File: src/common/pit_pkg.sv
// Purpose: constants and types for the peripheral interrupt and time base block
// Assumes: 32-bit AXI4-Lite register access, one aligned word per register
// Notes: flag and enable bits share index positions
package pit_pkg;
   localparam int ADDR_W = 8;
   localparam logic [7:0] OFS_PRESCALE_SEL = 8'h00;
   localparam logic [7:0] OFS_TB0_CTRL = 8'h04;
   localparam logic [7:0] OFS_TB1_CTRL = 8'h08;
   localparam logic [7:0] OFS_IRQ_ENABLE = 8'h0c;
   localparam logic [7:0] OFS_IRQ_FLAGS = 8'h10;
   localparam logic [7:0] OFS_IRQ_STATUS = 8'h14;

   // time base control fields
   localparam int TB_ON_BIT = 7;
   localparam int TB_PERIOD_W = 3;
   localparam int TB_CNT_W = 15;
   localparam logic [14:0] TB_CNT_FULL = 15'h7fff;
   localparam logic [2:0] TB_PERIOD_MAX = 3'h7;

   // prescaler source codes and the last count of the quarter-rate divider
   localparam logic [1:0] PSC_SYS = 2'h0;
   localparam logic [1:0] PSC_SYS_DIV4 = 2'h1;
   localparam logic [1:0] DIV4_LAST = 2'h3;

   // flag / enable bit positions; 0..8 are vectored sources in priority order
   localparam int F_CMP0 = 0;
   localparam int F_CMP1 = 1;
   localparam int F_CONV = 2;
   localparam int F_TICK0 = 3;
   localparam int F_TICK1 = 4;
   localparam int F_SHARED = 5;
   localparam int F_SERIAL = 6;
   localparam int F_LOWV = 7;
   localparam int F_EEPROM = 8;
   localparam int F_TIMER1 = 9;
   localparam int F_UART = 10;
   localparam int N_FLAGS = 11;
   localparam int N_VEC = 9;
   localparam int EN_GLOBAL = 11;
   localparam int N_EN = 12;
   localparam int N_UART_EV = 6;

   // status register fields
   localparam int ST_REQ_BIT = 4;
   localparam int ST_UART_LSB = 8;

   localparam logic [1:0] RESP_OKAY = 2'h0;
   localparam logic [1:0] RESP_SLVERR = 2'h2;

   localparam logic [N_FLAGS-1:0] FLAGS_RST = 11'h000;
   localparam logic [N_EN-1:0] EN_RST = 12'h000;

   typedef enum logic [3:0] {
      PIT_VEC_CMP0 = 4'h0,
      PIT_VEC_CMP1 = 4'h1,
      PIT_VEC_CONV = 4'h2,
      PIT_VEC_TICK0 = 4'h3,
      PIT_VEC_TICK1 = 4'h4,
      PIT_VEC_SHARED = 4'h5,
      PIT_VEC_SERIAL = 4'h6,
      PIT_VEC_LOWV = 4'h7,
      PIT_VEC_EEPROM = 4'h8
   } pit_vec_t;
endpackage

File: src/core/pit_core.sv
// What this block does
// comparator output toggle sets its request flag
// call needs global, source enable, pending, stack free
// comparator service clears its flag
// conversion done sets flag; service clears it
// time base overflow sets flag; service clears
// every service clears the global enable
// prescaler source: sys, sys/4, sub clock
// control bit 7 switches time base on
// timeout is 2^(8+code) prescaler cycles
// unused control bits read as zero
// timer1 or uart request sets shared flag
// shared call needs global, shared, source enables
// shared service clears only the shared flag
// serial byte, address match, timeout set flag
// serial service clears its flag
// six uart conditions raise uart request
// uart flag survives service; software clears it
// uart status events clear only by uart
// low voltage sets flag; service clears it
// eeprom write end sets flag; service clears
// any flag rising wakes the device
// return from interrupt sets global enable
// fixed priority picks one, others stay pending
// Purpose: peripheral interrupt request logic and two periodic time bases
// Assumes: event inputs are one-cycle pulses in the aclk domain
// Notes: register space is an AXI4-Lite slave
//    writes commit one cycle after address and data are both held
//    flags register is plain read/write; a hardware set wins over any clear
//    status register is read only; writes to it answer okay and change nothing
//    a period shorter than the running count wraps the count at once
//
// Added by the designer: the address map and the AXI4-Lite slave port.
`timescale 1ns/100ps
module pit_core (
   input wire logic aclk,
   input wire logic aresetn,
   // register bus write side
   input wire logic [pit_pkg::ADDR_W-1:0] s_axi_awaddr,
   input wire logic s_axi_awvalid,
   output logic s_axi_awready,
   input wire logic [31:0] s_axi_wdata,
   input wire logic [3:0] s_axi_wstrb,
   input wire logic s_axi_wvalid,
   output logic s_axi_wready,
   output logic [1:0] s_axi_bresp,
   output logic s_axi_bvalid,
   input wire logic s_axi_bready,
   // register bus read side
   input wire logic [pit_pkg::ADDR_W-1:0] s_axi_araddr,
   input wire logic s_axi_arvalid,
   output logic s_axi_arready,
   output logic [31:0] s_axi_rdata,
   output logic [1:0] s_axi_rresp,
   output logic s_axi_rvalid,
   input wire logic s_axi_rready,
   // prescaler tick and peripheral events
   input wire logic sub_clk_tick,
   input wire logic [1:0] cmp_out,
   input wire logic conv_done,
   input wire logic serial_byte_done,
   input wire logic serial_addr_match,
   input wire logic serial_timeout,
   input wire logic timer1_event,
   input wire logic [pit_pkg::N_UART_EV-1:0] uart_events,
   input wire logic [pit_pkg::N_UART_EV-1:0] uart_status_clr,
   input wire logic low_volt_det,
   input wire logic eeprom_wr_end,
   // cpu vectoring side
   input wire logic stack_full,
   input wire logic irq_ack,
   input wire logic return_from_interrupt,
   output logic irq_req,
   output logic [3:0] irq_vector,
   output logic wake,
   output logic [pit_pkg::N_UART_EV-1:0] uart_status_reg
);

   typedef struct packed {
      // time base setup and counters
      logic [1:0] prescale_src_sel;
      logic [1:0] tick_unit_on;
      logic [1:0][pit_pkg::TB_PERIOD_W-1:0] tick_period_sel;
      logic [1:0][pit_pkg::TB_CNT_W-1:0] tb_cnt;
      logic [1:0] div4;
      // interrupt state
      logic [pit_pkg::N_EN-1:0] en;
      logic [pit_pkg::N_FLAGS-1:0] flags;
      logic [pit_pkg::N_UART_EV-1:0] uart_status;
      // edge detect history, then registered vector, request and wake
      logic [1:0] cmp_prev;
      logic lv_prev;
      pit_pkg::pit_vec_t vec;
      logic req;
      logic wake;
      // bus channel state
      logic [pit_pkg::ADDR_W-1:0] awaddr;
      logic aw_got;
      logic [31:0] wdata;
      logic [3:0] wstrb;
      logic w_got;
      logic bvalid;
      logic [1:0] bresp;
      logic rvalid;
      logic [31:0] rdata;
      logic [1:0] rresp;
   } pit_state_t;

   pit_state_t st_r;
   pit_state_t st_nxt;

   always_comb begin
      logic [pit_pkg::N_FLAGS-1:0] hw_set;
      logic [pit_pkg::N_VEC-1:0] pend;
      logic psc_tick;
      logic [pit_pkg::TB_CNT_W-1:0] limit;
      logic [31:0] wmask;
      logic [31:0] rd;
      logic rd_ok;
      logic contained;
      st_nxt = st_r;
      hw_set = '0;
      pend = '0;
      psc_tick = 1'b0;
      limit = '0;
      wmask = '0;
      rd = '0;
      rd_ok = 1'b1;
      contained = 1'b0;
      st_nxt.wake = 1'b0;

      // quarter-rate enable from the system clock
      st_nxt.div4 = st_r.div4 + 2'h1;
      // prescaler source select
      if (st_r.prescale_src_sel == pit_pkg::PSC_SYS) begin
         psc_tick = 1'b1;
      end else if (st_r.prescale_src_sel == pit_pkg::PSC_SYS_DIV4) begin
         psc_tick = (st_r.div4 == pit_pkg::DIV4_LAST);
      end else begin
         psc_tick = sub_clk_tick;
      end

      // time bases count prescaler ticks up to the selected period
      for (int i = 0; i < 2; i++) begin
         // period of 2^(8+code)
         limit = pit_pkg::TB_CNT_FULL >> (pit_pkg::TB_PERIOD_MAX - st_r.tick_period_sel[i]);
         // unit on / off
         if (!st_r.tick_unit_on[i]) begin
            st_nxt.tb_cnt[i] = '0;
         end else if (psc_tick) begin
            if (st_r.tb_cnt[i] >= limit) begin
               st_nxt.tb_cnt[i] = '0;
               // overflow sets tick flag
               hw_set[pit_pkg::F_TICK0 + i] = 1'b1;
            end else begin
               st_nxt.tb_cnt[i] = st_r.tb_cnt[i] + 15'h0001;
            end
         end
      end

      // comparator toggle detect
      hw_set[pit_pkg::F_CMP0] = cmp_out[0] ^ st_r.cmp_prev[0];
      hw_set[pit_pkg::F_CMP1] = cmp_out[1] ^ st_r.cmp_prev[1];
      st_nxt.cmp_prev = cmp_out;
      // conversion complete
      hw_set[pit_pkg::F_CONV] = conv_done;
      // serial module events
      hw_set[pit_pkg::F_SERIAL] = serial_byte_done | serial_addr_match | serial_timeout;
      // low supply detected
      hw_set[pit_pkg::F_LOWV] = low_volt_det & ~st_r.lv_prev;
      st_nxt.lv_prev = low_volt_det;
      // eeprom write end
      hw_set[pit_pkg::F_EEPROM] = eeprom_wr_end;
      hw_set[pit_pkg::F_TIMER1] = timer1_event;
      // any uart condition
      hw_set[pit_pkg::F_UART] = |uart_events;
      // contained source sets shared flag
      hw_set[pit_pkg::F_SHARED] = timer1_event | (|uart_events);
      // uart status cleared by uart actions only
      st_nxt.uart_status = (st_r.uart_status & ~uart_status_clr) | uart_events;

      // bus write address and data, taken in either order
      if (s_axi_awvalid && s_axi_awready) begin
         st_nxt.awaddr = s_axi_awaddr;
         st_nxt.aw_got = 1'b1;
      end
      if (s_axi_wvalid && s_axi_wready) begin
         st_nxt.wdata = s_axi_wdata;
         st_nxt.wstrb = s_axi_wstrb;
         st_nxt.w_got = 1'b1;
      end
      if (s_axi_bvalid && s_axi_bready) begin
         st_nxt.bvalid = 1'b0;
      end
      if (st_r.aw_got && st_r.w_got) begin
         for (int b = 0; b < 4; b++) begin
            wmask[8*b +: 8] = {8{st_r.wstrb[b]}};
         end
         st_nxt.aw_got = 1'b0;
         st_nxt.w_got = 1'b0;
         st_nxt.bvalid = 1'b1;
         st_nxt.bresp = pit_pkg::RESP_OKAY;
         unique case (st_r.awaddr)
            pit_pkg::OFS_PRESCALE_SEL: begin
               if (st_r.wstrb[0]) begin
                  st_nxt.prescale_src_sel = st_r.wdata[1:0];
               end
            end
            pit_pkg::OFS_TB0_CTRL, pit_pkg::OFS_TB1_CTRL: begin
               if (st_r.wstrb[0]) begin
                  if (st_r.awaddr == pit_pkg::OFS_TB0_CTRL) begin
                     st_nxt.tick_unit_on[0] = st_r.wdata[pit_pkg::TB_ON_BIT];
                     st_nxt.tick_period_sel[0] = st_r.wdata[2:0];
                  end else begin
                     st_nxt.tick_unit_on[1] = st_r.wdata[pit_pkg::TB_ON_BIT];
                     st_nxt.tick_period_sel[1] = st_r.wdata[2:0];
                  end
               end
            end
            pit_pkg::OFS_IRQ_ENABLE: begin
               st_nxt.en = (st_r.en & ~wmask[pit_pkg::N_EN-1:0])
                  | (st_r.wdata[pit_pkg::N_EN-1:0] & wmask[pit_pkg::N_EN-1:0]);
            end
            pit_pkg::OFS_IRQ_FLAGS: begin
               // software writes the uart flag
               st_nxt.flags = (st_r.flags & ~wmask[pit_pkg::N_FLAGS-1:0])
                  | (st_r.wdata[pit_pkg::N_FLAGS-1:0] & wmask[pit_pkg::N_FLAGS-1:0]);
            end
            pit_pkg::OFS_IRQ_STATUS: begin
               st_nxt.bresp = pit_pkg::RESP_OKAY;
            end
            default: begin
               st_nxt.bresp = pit_pkg::RESP_SLVERR;
            end
         endcase
      end

      // return from interrupt re-enables
      if (return_from_interrupt) begin
         st_nxt.en[pit_pkg::EN_GLOBAL] = 1'b1;
      end

      // service of the vector offered last cycle
      if (irq_ack && st_r.req) begin
         // service clears global enable
         st_nxt.en[pit_pkg::EN_GLOBAL] = 1'b0;
         unique case (st_r.vec)
            // comparator flag cleared
            pit_pkg::PIT_VEC_CMP0: begin
               st_nxt.flags[pit_pkg::F_CMP0] = 1'b0;
            end
            pit_pkg::PIT_VEC_CMP1: begin
               st_nxt.flags[pit_pkg::F_CMP1] = 1'b0;
            end
            // conversion flag cleared
            pit_pkg::PIT_VEC_CONV: begin
               st_nxt.flags[pit_pkg::F_CONV] = 1'b0;
            end
            // tick flag cleared
            pit_pkg::PIT_VEC_TICK0: begin
               st_nxt.flags[pit_pkg::F_TICK0] = 1'b0;
            end
            pit_pkg::PIT_VEC_TICK1: begin
               st_nxt.flags[pit_pkg::F_TICK1] = 1'b0;
            end
            // contained flags stay set
            pit_pkg::PIT_VEC_SHARED: begin
               st_nxt.flags[pit_pkg::F_SHARED] = 1'b0;
            end
            // serial flag cleared
            pit_pkg::PIT_VEC_SERIAL: begin
               st_nxt.flags[pit_pkg::F_SERIAL] = 1'b0;
            end
            // low voltage flag cleared
            pit_pkg::PIT_VEC_LOWV: begin
               st_nxt.flags[pit_pkg::F_LOWV] = 1'b0;
            end
            // eeprom flag cleared
            pit_pkg::PIT_VEC_EEPROM: begin
               st_nxt.flags[pit_pkg::F_EEPROM] = 1'b0;
            end
            default: begin
            end
         endcase
      end

      // hardware set wins over any clear in the same cycle
      st_nxt.flags = st_nxt.flags | hw_set;

      // wake on any flag rising
      st_nxt.wake = |(st_nxt.flags & ~st_r.flags);

      for (int k = 0; k < pit_pkg::N_VEC; k++) begin
         pend[k] = st_nxt.flags[k] & st_nxt.en[k];
      end
      // shared needs a contained source enabled too
      contained = (st_nxt.flags[pit_pkg::F_TIMER1] & st_nxt.en[pit_pkg::F_TIMER1])
         | (st_nxt.flags[pit_pkg::F_UART] & st_nxt.en[pit_pkg::F_UART]);
      pend[pit_pkg::F_SHARED] = pend[pit_pkg::F_SHARED] & contained;

      // lowest index has highest priority
      st_nxt.vec = pit_pkg::PIT_VEC_CMP0;
      for (int k = pit_pkg::N_VEC - 1; k >= 0; k--) begin
         if (pend[k]) begin
            st_nxt.vec = pit_pkg::pit_vec_t'(4'(k));
         end
      end
      // global, pending, stack not full
      st_nxt.req = st_nxt.en[pit_pkg::EN_GLOBAL] & (|pend) & ~stack_full;

      // bus read
      if (s_axi_rvalid && s_axi_rready) begin
         st_nxt.rvalid = 1'b0;
      end
      if (s_axi_arvalid && s_axi_arready) begin
         unique case (s_axi_araddr)
            // unused bits read zero
            pit_pkg::OFS_PRESCALE_SEL: begin
               rd[1:0] = st_r.prescale_src_sel;
            end
            pit_pkg::OFS_TB0_CTRL: begin
               rd[pit_pkg::TB_ON_BIT] = st_r.tick_unit_on[0];
               rd[2:0] = st_r.tick_period_sel[0];
            end
            pit_pkg::OFS_TB1_CTRL: begin
               rd[pit_pkg::TB_ON_BIT] = st_r.tick_unit_on[1];
               rd[2:0] = st_r.tick_period_sel[1];
            end
            pit_pkg::OFS_IRQ_ENABLE: begin
               rd[pit_pkg::N_EN-1:0] = st_r.en;
            end
            pit_pkg::OFS_IRQ_FLAGS: begin
               rd[pit_pkg::N_FLAGS-1:0] = st_r.flags;
            end
            pit_pkg::OFS_IRQ_STATUS: begin
               rd[3:0] = st_r.vec;
               rd[pit_pkg::ST_REQ_BIT] = st_r.req;
               rd[pit_pkg::ST_UART_LSB +: pit_pkg::N_UART_EV] = st_r.uart_status;
            end
            default: begin
               rd_ok = 1'b0;
            end
         endcase
         st_nxt.rdata = rd;
         st_nxt.rresp = rd_ok ? pit_pkg::RESP_OKAY : pit_pkg::RESP_SLVERR;
         st_nxt.rvalid = 1'b1;
      end
   end

   always_ff @(posedge aclk) begin
      if (!aresetn) begin
         st_r <= '0;
         st_r.flags <= pit_pkg::FLAGS_RST;
         st_r.en <= pit_pkg::EN_RST;
         st_r.vec <= pit_pkg::PIT_VEC_CMP0;
      end else begin
         st_r <= st_nxt;
      end
   end

   // ready while the slot is free and no response is outstanding
   assign s_axi_awready = ~st_r.aw_got & ~st_r.bvalid;
   assign s_axi_wready = ~st_r.w_got & ~st_r.bvalid;
   assign s_axi_arready = ~st_r.rvalid;
   assign s_axi_bvalid = st_r.bvalid;
   assign s_axi_bresp = st_r.bresp;
   assign s_axi_rvalid = st_r.rvalid;
   assign s_axi_rdata = st_r.rdata;
   assign s_axi_rresp = st_r.rresp;
   assign irq_req = st_r.req;
   assign irq_vector = st_r.vec;
   assign wake = st_r.wake;
   assign uart_status_reg = st_r.uart_status;

endmodule

File: config.mk
export PLATFORM = sky130hd
export DESIGN_NAME = pit_core
export DESIGN_NICKNAME = d
export VERILOG_FILES = /design/src/common/pit_pkg.sv /design/src/core/pit_core.sv
export SDC_FILE = /design/constraint.sdc
export NUM_CORES = 1
export LEC_CHECK = 0
export ABC_AREA = 1
export BUFFER_PORTS_ARGS = -buffer_cell sky130_fd_sc_hd__buf_4
export CELL_PAD_IN_SITES_DETAIL_PLACEMENT = 1
export CELL_PAD_IN_SITES_GLOBAL_PLACEMENT = 1
export CORE_MARGIN = 4
export CORE_UTILIZATION = 42
export CTS_CLUSTER_SIZE = 10
export DETAILED_ROUTE_END_ITERATION = 12
export GPL_ROUTABILITY_DRIVEN = 0
export GPL_TIMING_DRIVEN = 0
export PLACE_DENSITY_LB_ADDON = 0.05
export SETUP_SLACK_MARGIN = 0.02
export SYNTH_ARGS = -nofsm -noshare
export SYNTH_HDL_FRONTEND = slang
export SYNTH_SLANG_ARGS = --single-unit
File: constraint.sdc
create_clock -name aclk -period 3.4 [get_ports aclk]
set_input_delay 0.17 -clock aclk [delete_from_list [all_inputs] [get_ports aclk]]
set_output_delay 0.17 -clock aclk [all_outputs]
set_load 0.02 [all_outputs]
==> results.toml <==
[drt]
drtIter0Drc = 312
wirelength_mm = 19.7
via_per_inst = 5.01
first_pass_iters = 4
route.vias.total = 6219
wl_per_cell_um = 15.9
drc_errors = 0
drtAntennaViolNets = 0

[worst_setup_path]
path_buf_inv = 2
cp_common_cell = "nand2_1"
cp-start-kind = "flop"
critPathCaptureType = "flop"
cp.required_ps = 3720
worstPathArrival_ps = 2750
cpPeakStageDelay_ps = 350
crit_chain = "clkbuf_1 -> o21ai_0 -> ha_1 -> a21oi_1 -> o21ai_0 -> a21oi_1 -> nand2_1 -> nand3_1 -> nand2_1 -> nand2_1 -> nand2_1 -> nor2_2 -> nand3_1 -> nand2_1 -> inv_1"
cp_top_family = "simple AND/OR/NAND/NOR gates"
crit_path_top_delay_cell = "clkbuf_1"
cp_max_fo = 9
worst-setup-path-type = "reg -> reg"

[timing]
hold_viol = 0
finalClockSkew_ps = 8.35
slew_viol_final = 0
max_clock_freq_mhz = 411
period_minus_slack_ps = 2430
timing.final.crit_share = 0.715
slew-limit-headroom = 0.503
finalSetupViolations = 0
tightest_slew_ps = 746
fin_tns_setup_ps = 0
rsz0062_at_grt = "false"
setup_ws_ps = 967

[synthesis]
syn_area_per_cell_um2 = 7.03
synth_top_area_frac = 0.384
synth-edff-count = 0
yosysUniqueCellTypes = 53
synth_fa_ha_area_frac = 0.0335
synth_xor_area_frac = 0.0138
synth_warnings = 0
synthTopCellsByArea = "dfxtp_1, nand2_1, nor2_1"
synth_top_family_by_area = "simple AND/OR/NAND/NOR gates"
synth_most_common_cell = "nand2_1"
synthArstFlopShare = 0
post_synth_mux_area_share = 0.00157
yosys_register_bits = 122
synth_compound_area_frac = 0.143
yosysSeqAreaShare = 0.384
synth_common_cells = "nand2_1, dfxtp_1, nor2_1, inv_1, a21oi_1"
synth_top_cell_by_area = "dfxtp_1"
synth-simple-area-share = 0.285
netlist_instances = 904
ys.flop_type = "dfxtp_1"
synth_area_um2 = 6360

[status]
status = "complete, no violations"

[global_routing]
grt_max_degree = 17
gr-usage-all-layers = 0.241
antenna_found_initial = 0
grt_pass1_wl_mm = 32.4
gr-total-overflow = 0
grt_pass1_vias = 6436

[cells_and_area]
syn2layout_area_growth_pct = 27.2
ff_latch_area_um2 = 2440
n_antenna_cell = 0
largest_reg_flops = 92
multiInputGateArea_um2 = 3100
fill_cells = 1942
final_net_count = 1146
drive_gt1_frac = 0.204

[power_and_ir_drop]
ir_worst_vdd_uv = 350
power.density_nw_per_um2 = 477
power_w = 0.00386
p_leak_nw = 3.72

[clock_network]
postCtsSetupBuffers = 0
cts_sinks = 122
ctsResizeCount = 0
cts-root-buf = "clkbuf_16"
cts_tree = "done"
numCtsBuffers = 17
clk_pin_slew_ps = 60
hold_buffers = 10
h-tree-depth = 4
clock_latency_ps = 420
cts_buffer_depth = 2

[placement]
hpwl_mm = 15.0
port_buffers = 93
place_ws_ps = 998

[die]
dieHeight_um = 131
core.rowCount = 44
io_pins = 137
fp.dieW_um = 131
die-area_um2 = 17200
core-area_um2 = 14700
initial_core_util = 0.433

[flow_run]
drv_cap = 0

[min_path]
hold_class = "in -> reg"
cell usage in the layout, fill, tap and decap left out, drive strengths merged, types with 5 or more instances in the layout:
master	netlist	layout
a211oi	7	7
a21oi	73	73
buf	54	147
clkbuf	16	38
clkinv	2	6
conb	1	20
dfxtp	122	122
dlygate4sd3	0	10
ha	17	17
inv	113	114
nand2	206	206
nand3	35	35
nand4	6	6
nor2	116	116
nor3	26	26
nor3b	8	8
o211ai	8	8
o21ai	49	49
o22ai	5	5
or2	5	5
xor2	7	7
worst paths after layout:
| path | startpoint | to | slack [ps] | cells after the start |
|---|---|---|---|---|
| setup / recovery | st_r[159]$_SDFFE_PN0P_ | irq_req$_SDFF_PN0_ | 970 | 15 |
| hold / removal | s_axi_bready | s_axi_bvalid$_SDFFE_PN0P_ | 20 | 4 |
| setup reg to reg | st_r[159]$_SDFFE_PN0P_ | irq_req$_SDFF_PN0_ | 970 | 15 |
| hold reg to reg | st_r[122]$_SDFF_PN0_ | st_r[122]$_SDFF_PN0_ | 460 | 1 |
final cells by class:
class | instances | area share
inverters | 115 | 0.0540
flip-flops and latches | 122 | 0.302
clock inverters | 10 | 0.0170
well taps | 184 | 0.0285
plain buffers | 70 | 0.0554
multi-input cells | 616 | 0.384
clock buffers | 22 | 0.0611
repair buffers | 103 | 0.0987
per-stage QoR:
step	cell area [um2]	std cells	hold WS (ps)	util
2_1_floorplan	6430	923	263	-
3_3_place_gp	7360	1200	358	0.501
3_5_place_dp	7360	1200	372	0.501
6_report	8090	1242	15.0	0.550
4_1_cts	8090	1242	10.4	0.550
5_1_grt	8090	1242	23.9	0.550
power breakdown:
part	internal [W]	leakage (nW)	switching [W]	total, W
Combinational	0.000169	2.42	0.000236	0.000405
Sequential	0.00149	0.997	0.0000427	0.00153
Clock	0.00125	0.309	0.000675	0.00192
Total	0.00291	3.72	0.000953	0.00386
worst register-to-register path, delay by kind of cell (launching register included):
kind | cells | cell delay (ps)
DFF | 1 | 300
AOI/OAI and AO/OA | 4 | 550
buffers and inverters | 2 | 380
and+or+nand+nor | 8 | 800
adders and majority gates | 1 | 320
per-layer routing:
| layer | vias to the layer above | global-route usage | routed length [um] |
|---|---|---|---|
| li1 | 3137 | - | - |
| met1 | 2943 | 0.309 | 9030 |
| met2 | 114 | 0.407 | 9630 |
| met3 | 25 | 0.0512 | 798 |
| met4 | 0 | 0.0714 | 269 |
| met5 | - | 0 | 0 |
kinds of logic after synthesis:
group | Yosys count
and+or+nand+nor | 410
buffers and inverters | 185
AOI/OAI and AO/OA | 158
DFF | 122
adders and majority gates | 17
xor gates and xnor gates | 10
other | 1
muxes | 1
No activity file was read; power rests on OpenSTA's default activity.
